## src/fss_pkg.sv

```systemverilog
// constants shared by the flash self-program sequencer ends
//
// Overview of operation
// - rows hold 64 words, 192 bytes
// - erase eight rows; program one row
// - single word program also supported
// - erase 1536-byte aligned, rows 192-byte aligned
// - table write only touches holding latch
// - any table write count; 64 fill row
// - latches have no reset value
// - software pads unused latches with all ones
// - latches load any order, last wins
// - avoid reprogramming without erase
// - table write lasts two cycles
// - one programming cycle per row
// - pointer, table writes, then control start
// - control selects operation and starts it
// - unlock key register is write only
// - keys 55h then aaH, consecutive writes
// - start bit 15, self clears at end
// - core stalled while operation runs
package fss_pkg;
  localparam int          FSS_ROW_WORDS   = 64;
  localparam int          FSS_ROW_BYTES   = 192;
  localparam int          FSS_ERASE_ROWS  = 8;
  localparam int          FSS_ERASE_WORDS = 512;
  localparam int          FSS_ERASE_BYTES = 1536;
  localparam int          FSS_AW          = 24;
  localparam int          FSS_DW          = 24;
  localparam int          FSS_IDX_W       = 6;
  localparam int          FSS_BLK_W       = 9;
  localparam logic [23:0] FSS_BLANK_WORD  = 24'hffffff;
  localparam logic [7:0]  FSS_KEY_FIRST   = 8'h55;
  localparam logic [7:0]  FSS_KEY_SECOND  = 8'haa;
  // control register fields
  localparam int          FSS_WR_BIT      = 15;
  localparam int          FSS_WREN_BIT    = 14;
  localparam int          FSS_ERR_BIT     = 13;
  localparam int          FSS_OP_LSB      = 0;
  localparam logic [3:0]  FSS_OP_ROW      = 4'h1;
  localparam logic [3:0]  FSS_OP_ERASE    = 4'h2;
  localparam logic [3:0]  FSS_OP_WORD     = 4'h3;
  localparam logic [15:0] FSS_CTRL_RESET  = 16'h0000;
  // timing in clock cycles
  localparam int          FSS_TBL_STALL   = 1;
  localparam int          FSS_PROG_CYC    = 16;
  localparam int          FSS_ERASE_CYC   = 32;
  // wishbone byte offsets of the host registers
  localparam logic [7:0]  FSS_WB_PTR      = 8'h00;
  localparam logic [7:0]  FSS_WB_DATA     = 8'h04;
  localparam logic [7:0]  FSS_WB_CTRL     = 8'h08;
  localparam logic [7:0]  FSS_WB_KEY      = 8'h0c;
  localparam logic [7:0]  FSS_WB_STAT     = 8'h10;
endpackage

```

## src/fss_link_if.sv

```systemverilog
// link between the processor-side host end and the sequencer device end
`timescale 1ns/1ps
interface fss_link_if;
  import fss_pkg::*;
  logic              tbl_wr;
  logic [FSS_AW-1:0] tbl_addr;
  logic [FSS_DW-1:0] tbl_data;
  logic              reg_wr;
  logic              reg_key;
  logic [15:0]       reg_wdata;
  logic [15:0]       ctrl_rdata;
  logic              stall;
  modport device (input tbl_wr, tbl_addr, tbl_data, reg_wr, reg_key, reg_wdata,
                  output ctrl_rdata, stall);
  modport host (output tbl_wr, tbl_addr, tbl_data, reg_wr, reg_key, reg_wdata,
                input ctrl_rdata, stall);
endinterface

```

## src/fss_device.sv

```systemverilog
// flash self-program sequencer: latches, unlock key, control and flash sequencing
//
// Chosen here: the register addresses and the Wishbone slave port.
`timescale 1ns/1ps
module fss_device
  import fss_pkg::*;
#(
  parameter int PROG_CYC  = FSS_PROG_CYC,
  parameter int ERASE_CYC = FSS_ERASE_CYC
)(
  input  wire logic              CLOCK,
  input  wire logic              ARST_N,
  fss_link_if.device             link,
  output logic                   FLASH_PGM,
  output logic                   FLASH_ERASE,
  output logic [FSS_AW-1:0]      FLASH_ADDR,
  output logic [FSS_DW-1:0]      FLASH_DATA
);
  // sequencer: idle, table-write stall, row stream, single word, erase, flash busy
  typedef enum logic [2:0] {D_IDLE, D_TBL, D_ROW, D_WORD, D_ERASE, D_WAIT} fss_dstate_t;
  // unlock progress; open only lasts until the next link write
  typedef enum logic [1:0] {K_NONE, K_FIRST, K_OPEN} fss_key_t;

  // all sequencer state except the latches in one register so reset and update stay in one place
  typedef struct packed {
    fss_dstate_t       st;
    fss_key_t          key;
    logic              wr;
    logic              wren;
    logic              err;
    logic [3:0]        op;
    logic [15:0]       cnt;
    logic [FSS_IDX_W-1:0] idx;
    logic [FSS_AW-1:0] ptr;
    logic              stall;
    logic              pgm;
    logic              erase;
    logic [FSS_AW-1:0] faddr;
    logic [FSS_DW-1:0] fdata;
  } fss_dev_t;

  fss_dev_t r;
  fss_dev_t next_r;
  logic [FSS_DW-1:0]    latch_q;
  logic [FSS_IDX_W-1:0] rd_idx;
  logic                 tbl_take;

  // latches only load while idle; the core is stalled otherwise
  assign tbl_take = link.tbl_wr && (r.st == D_IDLE);

  // row stream walks the slots; a word program reads the pointer's slot
  assign rd_idx   = (r.st == D_ROW) ? r.idx : r.ptr[FSS_IDX_W-1:0];

  // no reset on the latches, so software pads the slots it leaves alone
  fss_latch_buf #(.WORDS(FSS_ROW_WORDS)) i_fss_latch_buf (
    .clk     (CLOCK),
    .wr_en   (tbl_take),
    .wr_idx  (link.tbl_addr[FSS_IDX_W-1:0]),
    .wr_data (link.tbl_data),
    .rd_idx  (rd_idx),
    .rd_data (latch_q)
  );

  // next-state logic for the whole sequencer
  always_comb
  begin
    next_r       = r;
    next_r.pgm   = 1'b0;
    next_r.erase = 1'b0;
    case (r.st)
      D_IDLE:
      begin
        if (tbl_take)
        begin
          // table write: latch only, flash untouched, one stall cycle
          next_r.ptr   = link.tbl_addr;
          next_r.key   = K_NONE;
          next_r.stall = 1'b1;
          next_r.cnt   = 16'(FSS_TBL_STALL);
          next_r.st    = D_TBL;
        end
        else if (link.reg_wr && link.reg_key)
        begin
          // only 55h directly followed by aah opens the lock
          if (link.reg_wdata[7:0] == FSS_KEY_SECOND && r.key == K_FIRST)
            next_r.key = K_OPEN;
          else if (link.reg_wdata[7:0] == FSS_KEY_FIRST)
            next_r.key = K_FIRST;
          // any other value, or aah without 55h just before, relocks
          else
            next_r.key = K_NONE;
        end
        // control write: fields always update, a start needs the open lock
        else if (link.reg_wr)
        begin
          next_r.wren = link.reg_wdata[FSS_WREN_BIT];
          next_r.op   = link.reg_wdata[FSS_OP_LSB +: 4];
          next_r.err  = link.reg_wdata[FSS_ERR_BIT] & r.err;
          // the lock is spent by this write whether or not it starts anything
          next_r.key  = K_NONE;
          // error only clears by software writing 0; a failed start sets it again
          if (link.reg_wdata[FSS_WR_BIT])
          begin
            if (r.key == K_OPEN && link.reg_wdata[FSS_WREN_BIT])
            begin
              next_r.wr    = 1'b1;
              next_r.stall = 1'b1;
              next_r.idx   = '0;
              case (link.reg_wdata[FSS_OP_LSB +: 4])
                FSS_OP_ROW:   next_r.st = D_ROW;
                FSS_OP_WORD:  next_r.st = D_WORD;
                FSS_OP_ERASE: next_r.st = D_ERASE;
                default:
                begin
                  // unknown operation: flag it and never stall
                  next_r.wr    = 1'b0;
                  next_r.stall = 1'b0;
                  next_r.err   = 1'b1;
                end
              endcase
            end
            else
              next_r.err = 1'b1;
          end
        end
      end
      D_TBL:
      begin
        // second cycle of the table write; the core stays held
        next_r.cnt = r.cnt - 16'h0001;
        if (r.cnt == 16'h0001)
        begin
          next_r.stall = 1'b0;
          next_r.st    = D_IDLE;
        end
      end
      D_ROW:
      begin
        // stream all latches of the row, row-aligned address
        next_r.pgm   = 1'b1;
        next_r.faddr = {r.ptr[FSS_AW-1:FSS_IDX_W], r.idx};
        next_r.fdata = latch_q;
        next_r.idx   = r.idx + 1'b1;
        // last slot sent: give the array its program time
        if (r.idx == FSS_IDX_W'(FSS_ROW_WORDS - 1))
        begin
          next_r.cnt = 16'(PROG_CYC);
          next_r.st  = D_WAIT;
        end
      end
      D_WORD:
      begin
        // one word at the pointer; the latch slot is its low bits
        next_r.pgm   = 1'b1;
        next_r.faddr = r.ptr;
        next_r.fdata = latch_q;
        next_r.cnt   = 16'(PROG_CYC);
        next_r.st    = D_WAIT;
      end
      D_ERASE:
      begin
        // one pulse clears eight rows from a 1536-byte boundary
        next_r.erase = 1'b1;
        next_r.faddr = {r.ptr[FSS_AW-1:FSS_BLK_W], {FSS_BLK_W{1'b0}}};
        next_r.cnt   = 16'(ERASE_CYC);
        next_r.st    = D_WAIT;
      end
      D_WAIT:
      begin
        // flash busy; start bit and stall fall in the same cycle
        next_r.cnt = r.cnt - 16'h0001;
        if (r.cnt == 16'h0001)
        begin
          next_r.wr    = 1'b0;
          next_r.stall = 1'b0;
          next_r.st    = D_IDLE;
        end
      end
      default:
      begin
        // an unused code after an upset falls back to idle, core released
        next_r.st    = D_IDLE;
        next_r.stall = 1'b0;
        next_r.wr    = 1'b0;
      end
    endcase
  end

  // state register; reset leaves the core running and the lock shut
  always_ff @(posedge CLOCK or negedge ARST_N)
  begin
    if (!ARST_N)
    begin
      r     <= '0;
      r.st  <= D_IDLE;
      r.key <= K_NONE;
    end
    else
      r <= next_r;
  end

  // key register is write only: readback never shows it
  assign link.ctrl_rdata = {r.wr, r.wren, r.err, 9'h000, r.op};

  // core hold straight from the register, no combinational path back
  assign link.stall      = r.stall;

  // flash strobes last one cycle per word or erase, so a row stream holds FLASH_PGM for 64; address and data keep their last value
  assign FLASH_PGM       = r.pgm;
  assign FLASH_ERASE     = r.erase;
  assign FLASH_ADDR      = r.faddr;
  assign FLASH_DATA      = r.fdata;
endmodule

```

## src/fss_latch_buf.sv

```systemverilog
// row-wide holding latches, one word per instruction slot
`timescale 1ns/1ps
module fss_latch_buf
  import fss_pkg::*;
#(
  parameter int WORDS = FSS_ROW_WORDS
)(
  input  wire logic                 clk,
  input  wire logic                 wr_en,
  input  wire logic [FSS_IDX_W-1:0] wr_idx,
  input  wire logic [FSS_DW-1:0]    wr_data,
  input  wire logic [FSS_IDX_W-1:0] rd_idx,
  output logic      [FSS_DW-1:0]    rd_data
);
  // no reset: contents are unknown until software loads them
  logic [FSS_DW-1:0] mem [WORDS];

  // any order, later load overwrites the earlier one
  always_ff @(posedge clk)
  begin
    if (wr_en)
      mem[wr_idx] <= wr_data;
  end

  assign rd_data = mem[rd_idx];
endmodule

```

## src/flat_wrapper.sv

```systemverilog
// flat-port wrapper written by rule: the top's interface ports become plain ports
module fss_device_flat import fss_pkg::*;
#(
  parameter int PROG_CYC  = FSS_PROG_CYC,
  parameter int ERASE_CYC = FSS_ERASE_CYC
)
  (CLOCK, ARST_N, FLASH_PGM, FLASH_ERASE, FLASH_ADDR, FLASH_DATA, link_tbl_wr, link_tbl_addr, link_tbl_data, link_reg_wr, link_reg_key, link_reg_wdata, link_ctrl_rdata, link_stall);
  fss_link_if link_i ();
  input  wire logic CLOCK;
  input  wire logic ARST_N;
  output logic FLASH_PGM;
  output logic FLASH_ERASE;
  output logic [FSS_AW-1:0] FLASH_ADDR;
  output logic [FSS_DW-1:0] FLASH_DATA;
  input wire logic [$bits(link_i.tbl_wr)-1:0] link_tbl_wr;
  input wire logic [$bits(link_i.tbl_addr)-1:0] link_tbl_addr;
  input wire logic [$bits(link_i.tbl_data)-1:0] link_tbl_data;
  input wire logic [$bits(link_i.reg_wr)-1:0] link_reg_wr;
  input wire logic [$bits(link_i.reg_key)-1:0] link_reg_key;
  input wire logic [$bits(link_i.reg_wdata)-1:0] link_reg_wdata;
  output wire logic [$bits(link_i.ctrl_rdata)-1:0] link_ctrl_rdata;
  output wire logic [$bits(link_i.stall)-1:0] link_stall;
  assign link_i.tbl_wr = link_tbl_wr;
  assign link_i.tbl_addr = link_tbl_addr;
  assign link_i.tbl_data = link_tbl_data;
  assign link_i.reg_wr = link_reg_wr;
  assign link_i.reg_key = link_reg_key;
  assign link_i.reg_wdata = link_reg_wdata;
  assign link_ctrl_rdata = link_i.ctrl_rdata;
  assign link_stall = link_i.stall;
  fss_device #(.PROG_CYC(PROG_CYC), .ERASE_CYC(ERASE_CYC)) u_core (.CLOCK(CLOCK), .ARST_N(ARST_N), .link(link_i), .FLASH_PGM(FLASH_PGM), .FLASH_ERASE(FLASH_ERASE), .FLASH_ADDR(FLASH_ADDR), .FLASH_DATA(FLASH_DATA));
endmodule
```

## config.mk

```make
export PLATFORM = sky130hd
export DESIGN_NAME = fss_device_flat
export DESIGN_NICKNAME = d
export VERILOG_FILES = /design/src/fss_pkg.sv /design/src/fss_link_if.sv /design/src/fss_device.sv /design/src/fss_latch_buf.sv /design/src/flat_wrapper.sv
export SDC_FILE = /design/constraint.sdc
export NUM_CORES = 2
export LEC_CHECK = 0
export BUFFER_PORTS_ARGS = -buffer_cell sky130_fd_sc_hd__buf_4
export CAP_MARGIN = 5
export CORE_ASPECT_RATIO = 0.75
export CORE_MARGIN = 2
export CORE_UTILIZATION = 55
export CTS_BUF_LIST = sky130_fd_sc_hd__clkbuf_8
export CTS_CLUSTER_SIZE = 14
export DETAILED_ROUTE_END_ITERATION = 8
export GPL_ROUTABILITY_DRIVEN = 1
export PLACE_DENSITY = 0.71
export SYNTH_ARGS = -nofsm -noshare
export SYNTH_HDL_FRONTEND = slang
export SYNTH_SLANG_ARGS = --single-unit
```

## constraint.sdc

```tcl
create_clock -name CLOCK -period 9.1 [get_ports CLOCK]
set_input_delay 0.455 -clock CLOCK [delete_from_list [all_inputs] [get_ports CLOCK]]
set_output_delay 0.455 -clock CLOCK [all_outputs]
set_load 0.02 [all_outputs]
```

; Word level (Yosys, flattened, before mapping)
; Memory sizes are Yosys's and may differ from the RTL's. A register that Yosys moved wholly into a read port is not among the register bits.
; Index checks and enable logic that the tools add are counted.
[totals]
mem_bits_ro = 0
n_memories = 1
ramBits = 1536
elab_cells = 114
input_bits = 69
out_inout_bits = 67
register_bits = 85
latch_bits = 0
[memory_table]
columns = name, depth, width, read_ports, rd_clocked_by_memory_dff, wr, line
row1 = u_core.i_fss_latch_buf.mem, 64, 24, 1, 1, 1, fss_latch_buf.sv:16  ; logic [FSS_DW-1:0] mem [WORDS];
[op_classes]
reduce_logical = 24
bitwise_logic = 5
n_eq_ne = 28
muxes = 41
shift = 0
add_sub_neg = 2
n_div = 0
multipliers = 0
magnitude_cmp = 0
[ops]
columns = op, count
row1 = $pmux 16 s5, 1
row2 = $pmux 24 s3, 1
row3 = $mux 6, 6
row4 = $mux 16, 2
row5 = $eq 16x1->1 const B, 1
row6 = $sub 16x1->16 const B, 1
row7 = $mux 1, 15
row8 = $mux 3, 5
row9 = $mux 7, 2
row10 = $ne 2x2->1 const B, 7
row11 = $reduce_and 7->1, 2
row12 = $mux 12, 1
row13 = $ne 3x3->1 const B, 4
row14 = $pmux 3 s4, 1
row15 = $pmux 6 s2, 1
row16 = $reduce_and 6->1, 2
row17 = $pmux 3 s3, 1
row18 = $eq 4x2->1 const B, 2
row19 = $eq 8x7->1 const B, 1
row20 = $eq 8x8->1 const B, 1
row21 = $add 6x1->6 const B, 1
row22 = $eq 3x2->1 const B, 2
row23 = $eq 3x3->1 const B, 2
row24 = $eq 6x6->1 const B, 1
row25 = 23 further kinds, 37

; Logic depth before layout (Yosys ltp)
[depth]
ltp_word = 9
mapped_depth = 14
ltp_nobuf = 8

; Cells and area by module
; Synthesis repeated with hierarchy kept, for this count alone.
[unflattened]
hier_cells = 3071
area_unflattened_um2 = 64231.6
[by_module_without_submodules]
columns = module, area_per_inst_um2, n_inst, seq_area_each_um2, cells_per_inst
row1 = fss_latch_buf, 58815.2, 1, 46124.2, 2586
row2 = fss_device, 5416.4, 1, 2727.6, 485

; Worst setup path before layout
; Ideal clock, no wire load.
[synth_timing]
path_kind = register to register
from = register u_core.r[106] (netlist name)
to = memory u_core.i_fss_latch_buf.mem[31][0] (enable)
slack_ns = 5.886
arrival_ns = 2.809
required_ns = 8.695
synth_period_minus_slack_ns = 3.214
path_stages_with_launch = 7
setup_ns = 0.405
path_buffers = 2
path_cell_list = dfrtp_1 buf_2 or3_1 clkbuf_1 nor2_1 nand4_1 nor2_1
[synth_between]
elab_chain_cells = 4
[synth_rtl]
columns = element, line
row1 = start: declaration, fss_device.sv:42  ; fss_dev_t r;
row2 = start signal: assignment, fss_device.sv:199  ; r <= next_r;
row3 = $logic_not 3->1, fss_device.sv:49  ; assign tbl_take = link.tbl_wr && (r.st == D_IDLE);
row4 = $logic_and 1x1->1, fss_device.sv:49
row5 = $mux 1, fss_latch_buf.sv:21  ; if (wr_en)
row6 = $mux 1 (implied by the code), fss_latch_buf.sv:22  ; mem[wr_idx] <= wr_data;
row7 = end: declaration, fss_latch_buf.sv:16
; Every way passes these cells.

; Worst setup path in the final report
[layout_timing]
from = register u_core.r[106] (netlist name)
to = register, netlist name u_core.FLASH_DATA[10]
[layout_between]
elab_chain_cells = 2
elab_cells_between_ends = 4
classes_between = 2 x eq/ne / 1 x mux / 1 x reduce/logical
[layout_rtl]
columns = element, line
row1 = "$eq 3x2->1, on equally long branches", "fss_device.sv:52, fss_device.sv:70"
row2 = $mux 6 or $reduce_or 2->1 (tied branches), n/a
; Several ways; a longest one is shown, not always the timed one.
; A chain may end at the register's enable or synchronous reset.

==> results.toml <==
[cells_and_area]
fillers = 8516
layout.nets = 4829
fin_cells = 6518
regArea_um2 = 48900
area_growth_pct = 11.2
drive_gt1_share_pct = 14.3
multi_input_area_um2 = 15100

[power_and_ir_drop]
cell_internal_pwr_w = 0.0135
ir_drop_mv = 0.484
comb_power_share_pct = 33.1
clockPowerShare_pct = 25.6
sw_frac_of_total_pct = 36.8
leakagePower_nw = 25.8
power_switching_w = 0.00785
power_density_nw_per_um2 = 293
sequentialPowerShare_pct = 41.3
total_power_w = 0.0213

[clock_tree]
cts-root-buf = "clkbuf_8"
cts_buffers = 232
clock-sinks = 1645
cts_tree = "built"
clk_pin_slew_ns = 0.07
insertion_delay_ns = 0.98
cts_setup_buffers = 0
htree_levels = 4
cts.path.max_buffers = 3
cts_resized = 0

[detailed_routing]
drt_first_pass_iters = 7
ant_nets = 0
drt_iter0_drc = 5605
drt-total-wl_mm = 168
routedWlPerCell_um = 25.8
drcViolationCount = 0
viasPerCell = 6.10
vias = 39800

[min_path]
hp-start = "link_tbl_data[7]"
hold_class = "input pin to flip-flop"

[setup_path]
worstPathArrival_ns = 6.39
critPathRequiredTime_ns = 10.00
cp_top_family = "simple AND/OR/NAND/NOR gates"
r2r_end = "u_core.FLASH_DATA[10]"
crit_fanout = 124
cp_num_buf_inv = 2
slowest_stage = "nor4_2"
cp_num_cells = 9
crit_chain = "or3b_1 > a21o_4 > buf_12 > buf_4 > nand2_1 > nand3_1 > a21oi_1 > nor4_2 > a211o_1"
reg2reg_from = "u_core.r[106]"
start_kind = "flip-flop"
crit_type = "flip-flop to flip-flop"
r2r_cells = 9
cp-end-kind = "flip-flop"
crit_end = "u_core.FLASH_DATA[10]"
cpPeakStageDelay_ns = 1.08
crit_path_start = "u_core.r[106]"
reg2reg_slack_ns = 3.61

[place]
dp_hpwl_mm = 91.1
routabilityCongestion = 0.838
port_buffers = 121
dp_cells = 6027
pre_cts_ws_ns = 3.77

[logic_synthesis]
synthArstFlopShare_pct = 6.63
synth.area.top_cells = "edfxtp_1, nand2_1, dfrtp_1"
synth_area_um2 = 65400
synth_area_per_cell_um2 = 14.3
yosys_warnings = 0
synth_top_area_share_pct = 70.5
synth_seq_cells = 1645
ys_types = 61
yosysSeqAreaShare_pct = 74.7
synth_top_area_cell = "edfxtp_1"
synthCells = 4568
synth_edf_count = 1536
synth_flop_cell = "edfxtp_1"
synth_common_cells = "edfxtp_1, nand2_1, nand3_1"
synth.most_common_cell = "edfxtp_1"

[status]
status = "complete, no violations"

[die]
coreArea_um2 = 118000
io-pin-count = 136
initial_core_util_pct = 55.5
die_area_um2 = 122000
chipHeight_um = 303
die_x_um = 402
rows = 109

[grt]
grtUsageTotal_pct = 27.6
grt_max_degree = 181
antenna_found_initial = 13
grt_overflow = 0
grt_pass1_vias = 38100
grt_pass1_wl_mm = 246

[sta]
finalCriticalPeriod_ns = 5.49
worst_pin_slew_ns = 1.28
rsz0062_at_grt = "no"
maxSlewHeadroom_pct = 14.0
fin_ws_ns = 3.61
setup_viol = 0
fin_setup_tns_ns = 0
slew_violations = 0
fin_skew_ns = 0.0743
hold_viol = 0
timing.fmax_ghz = 0.182
period_share_pct = 60.3

[job]
cap_viol_max_count = 0
## kinds of logic after synthesis
group | count (synthesis) | share of synthesized area [%]
buf+inv | 352 | 2.83
flops | 1645 | 74.7
other cells | 1 | 0.00573
compound gates | 455 | 4.89
simple gates | 1799 | 11.7
xor+xnor | 4 | 0.0535
fa+ha+maj | 3 | 0.0574
mux | 309 | 5.78
## placed cells by master, fill, tap and decap left out, drive strengths merged, types with 35 or more instances in the layout
cell type,count
a21oi,90
a311oi,37
and3,38
buf,237
clkbuf,250
clkinv,81
dfrtp,109
dlygate4sd3,49
edfxtp,1536
inv,103
mux2i,233
mux4,52
nand2,1103
nand3,423
nand4,35
nor2,133
o21ai,63
## what timing repair did
item | in CTS | in global routing
hold buffers | 50 | 0
hold endpoints to repair | 148 | 0
endpoints found under the setup margin | 0 | 0
## worst register-to-register path, cell delays in order (launching register included)
cell and delay, ns:
dfrtp_1 0.87, or3b_1 0.88, a21o_4 0.60, buf_12 0.66, buf_4 0.73, nand2_1 0.13, nand3_1 0.10, a21oi_1 0.13
nor4_2 1.08, a211o_1 0.26
## registers in the layout (all words and copies together), names as in the netlist
name                        flops
u_core.FLASH_ERASE              1
u_core.link.ctrl_rdata          7
u_core.r                       51
u_core.i_fss_latch_buf.mem   1536
u_core.FLASH_DATA              24
u_core.FLASH_ADDR              24
u_core.link.stall               1
u_core.FLASH_PGM                1
## routing by layer
layer  wire length (µm)  share of wire (%)  vias to the layer above  global-route usage [%]
met5                  0                  0                        -                       0
met4               5410                3.2                        0                    9.81
met3              20100                 12                      296                    6.97
met2              74300                 44                     2252                    40.8
met1              68200                 41                    19800                    40.2
li1                   -                  -                    17400                       -
## how the worst min path moves through the flow
| stage | end | depth (start not counted) |
|---|---|---|
| floorplan | u_core.FLASH_ADDR[0] | 0 |
| detailed placement | u_core.r[65] | 2 |
| finish | u_core.i_fss_latch_buf.mem[4][7] | 1 |
| global route | u_core.i_fss_latch_buf.mem[4][7] | 1 |
| CTS | u_core.i_fss_latch_buf.mem[16][2] | 1 |
| global placement | u_core.r[61] | 2 |
## cell type report
cell class,count,share of cell area [%]
Clock buffer,250,4.73
Tap cell,1554,2.67
Clock inverter,180,1.26
Inverter,13,0.0671
Multi-Input combinational cell,2579,20.8
Antenna cell,11,0.0378
Sequential cell,1645,67.2
Timing Repair Buffer,286,3.27
## stage by stage
stage	area [µm²]	utilization [%]	hold WS, ns
floorplan	65500	-	0.159
global placement	67800	57.5	0.453
detailed placement	67800	57.5	0.459
CTS	72700	61.6	0.00141
global route	72700	61.6	0.0555
finish	72700	61.7	0.0812
## power by group through the flow
stage               combinational, W  clock [W]  sequential (W)
floorplan                    0.00505          0         0.00880
global placement             0.00684          0         0.00895
detailed placement           0.00696          0         0.00896
CTS                          0.00701    0.00554         0.00881
global route                 0.00761    0.00586         0.00883
finish                       0.00706    0.00546         0.00881
Note: power is estimated with default switching activity, not from simulation.
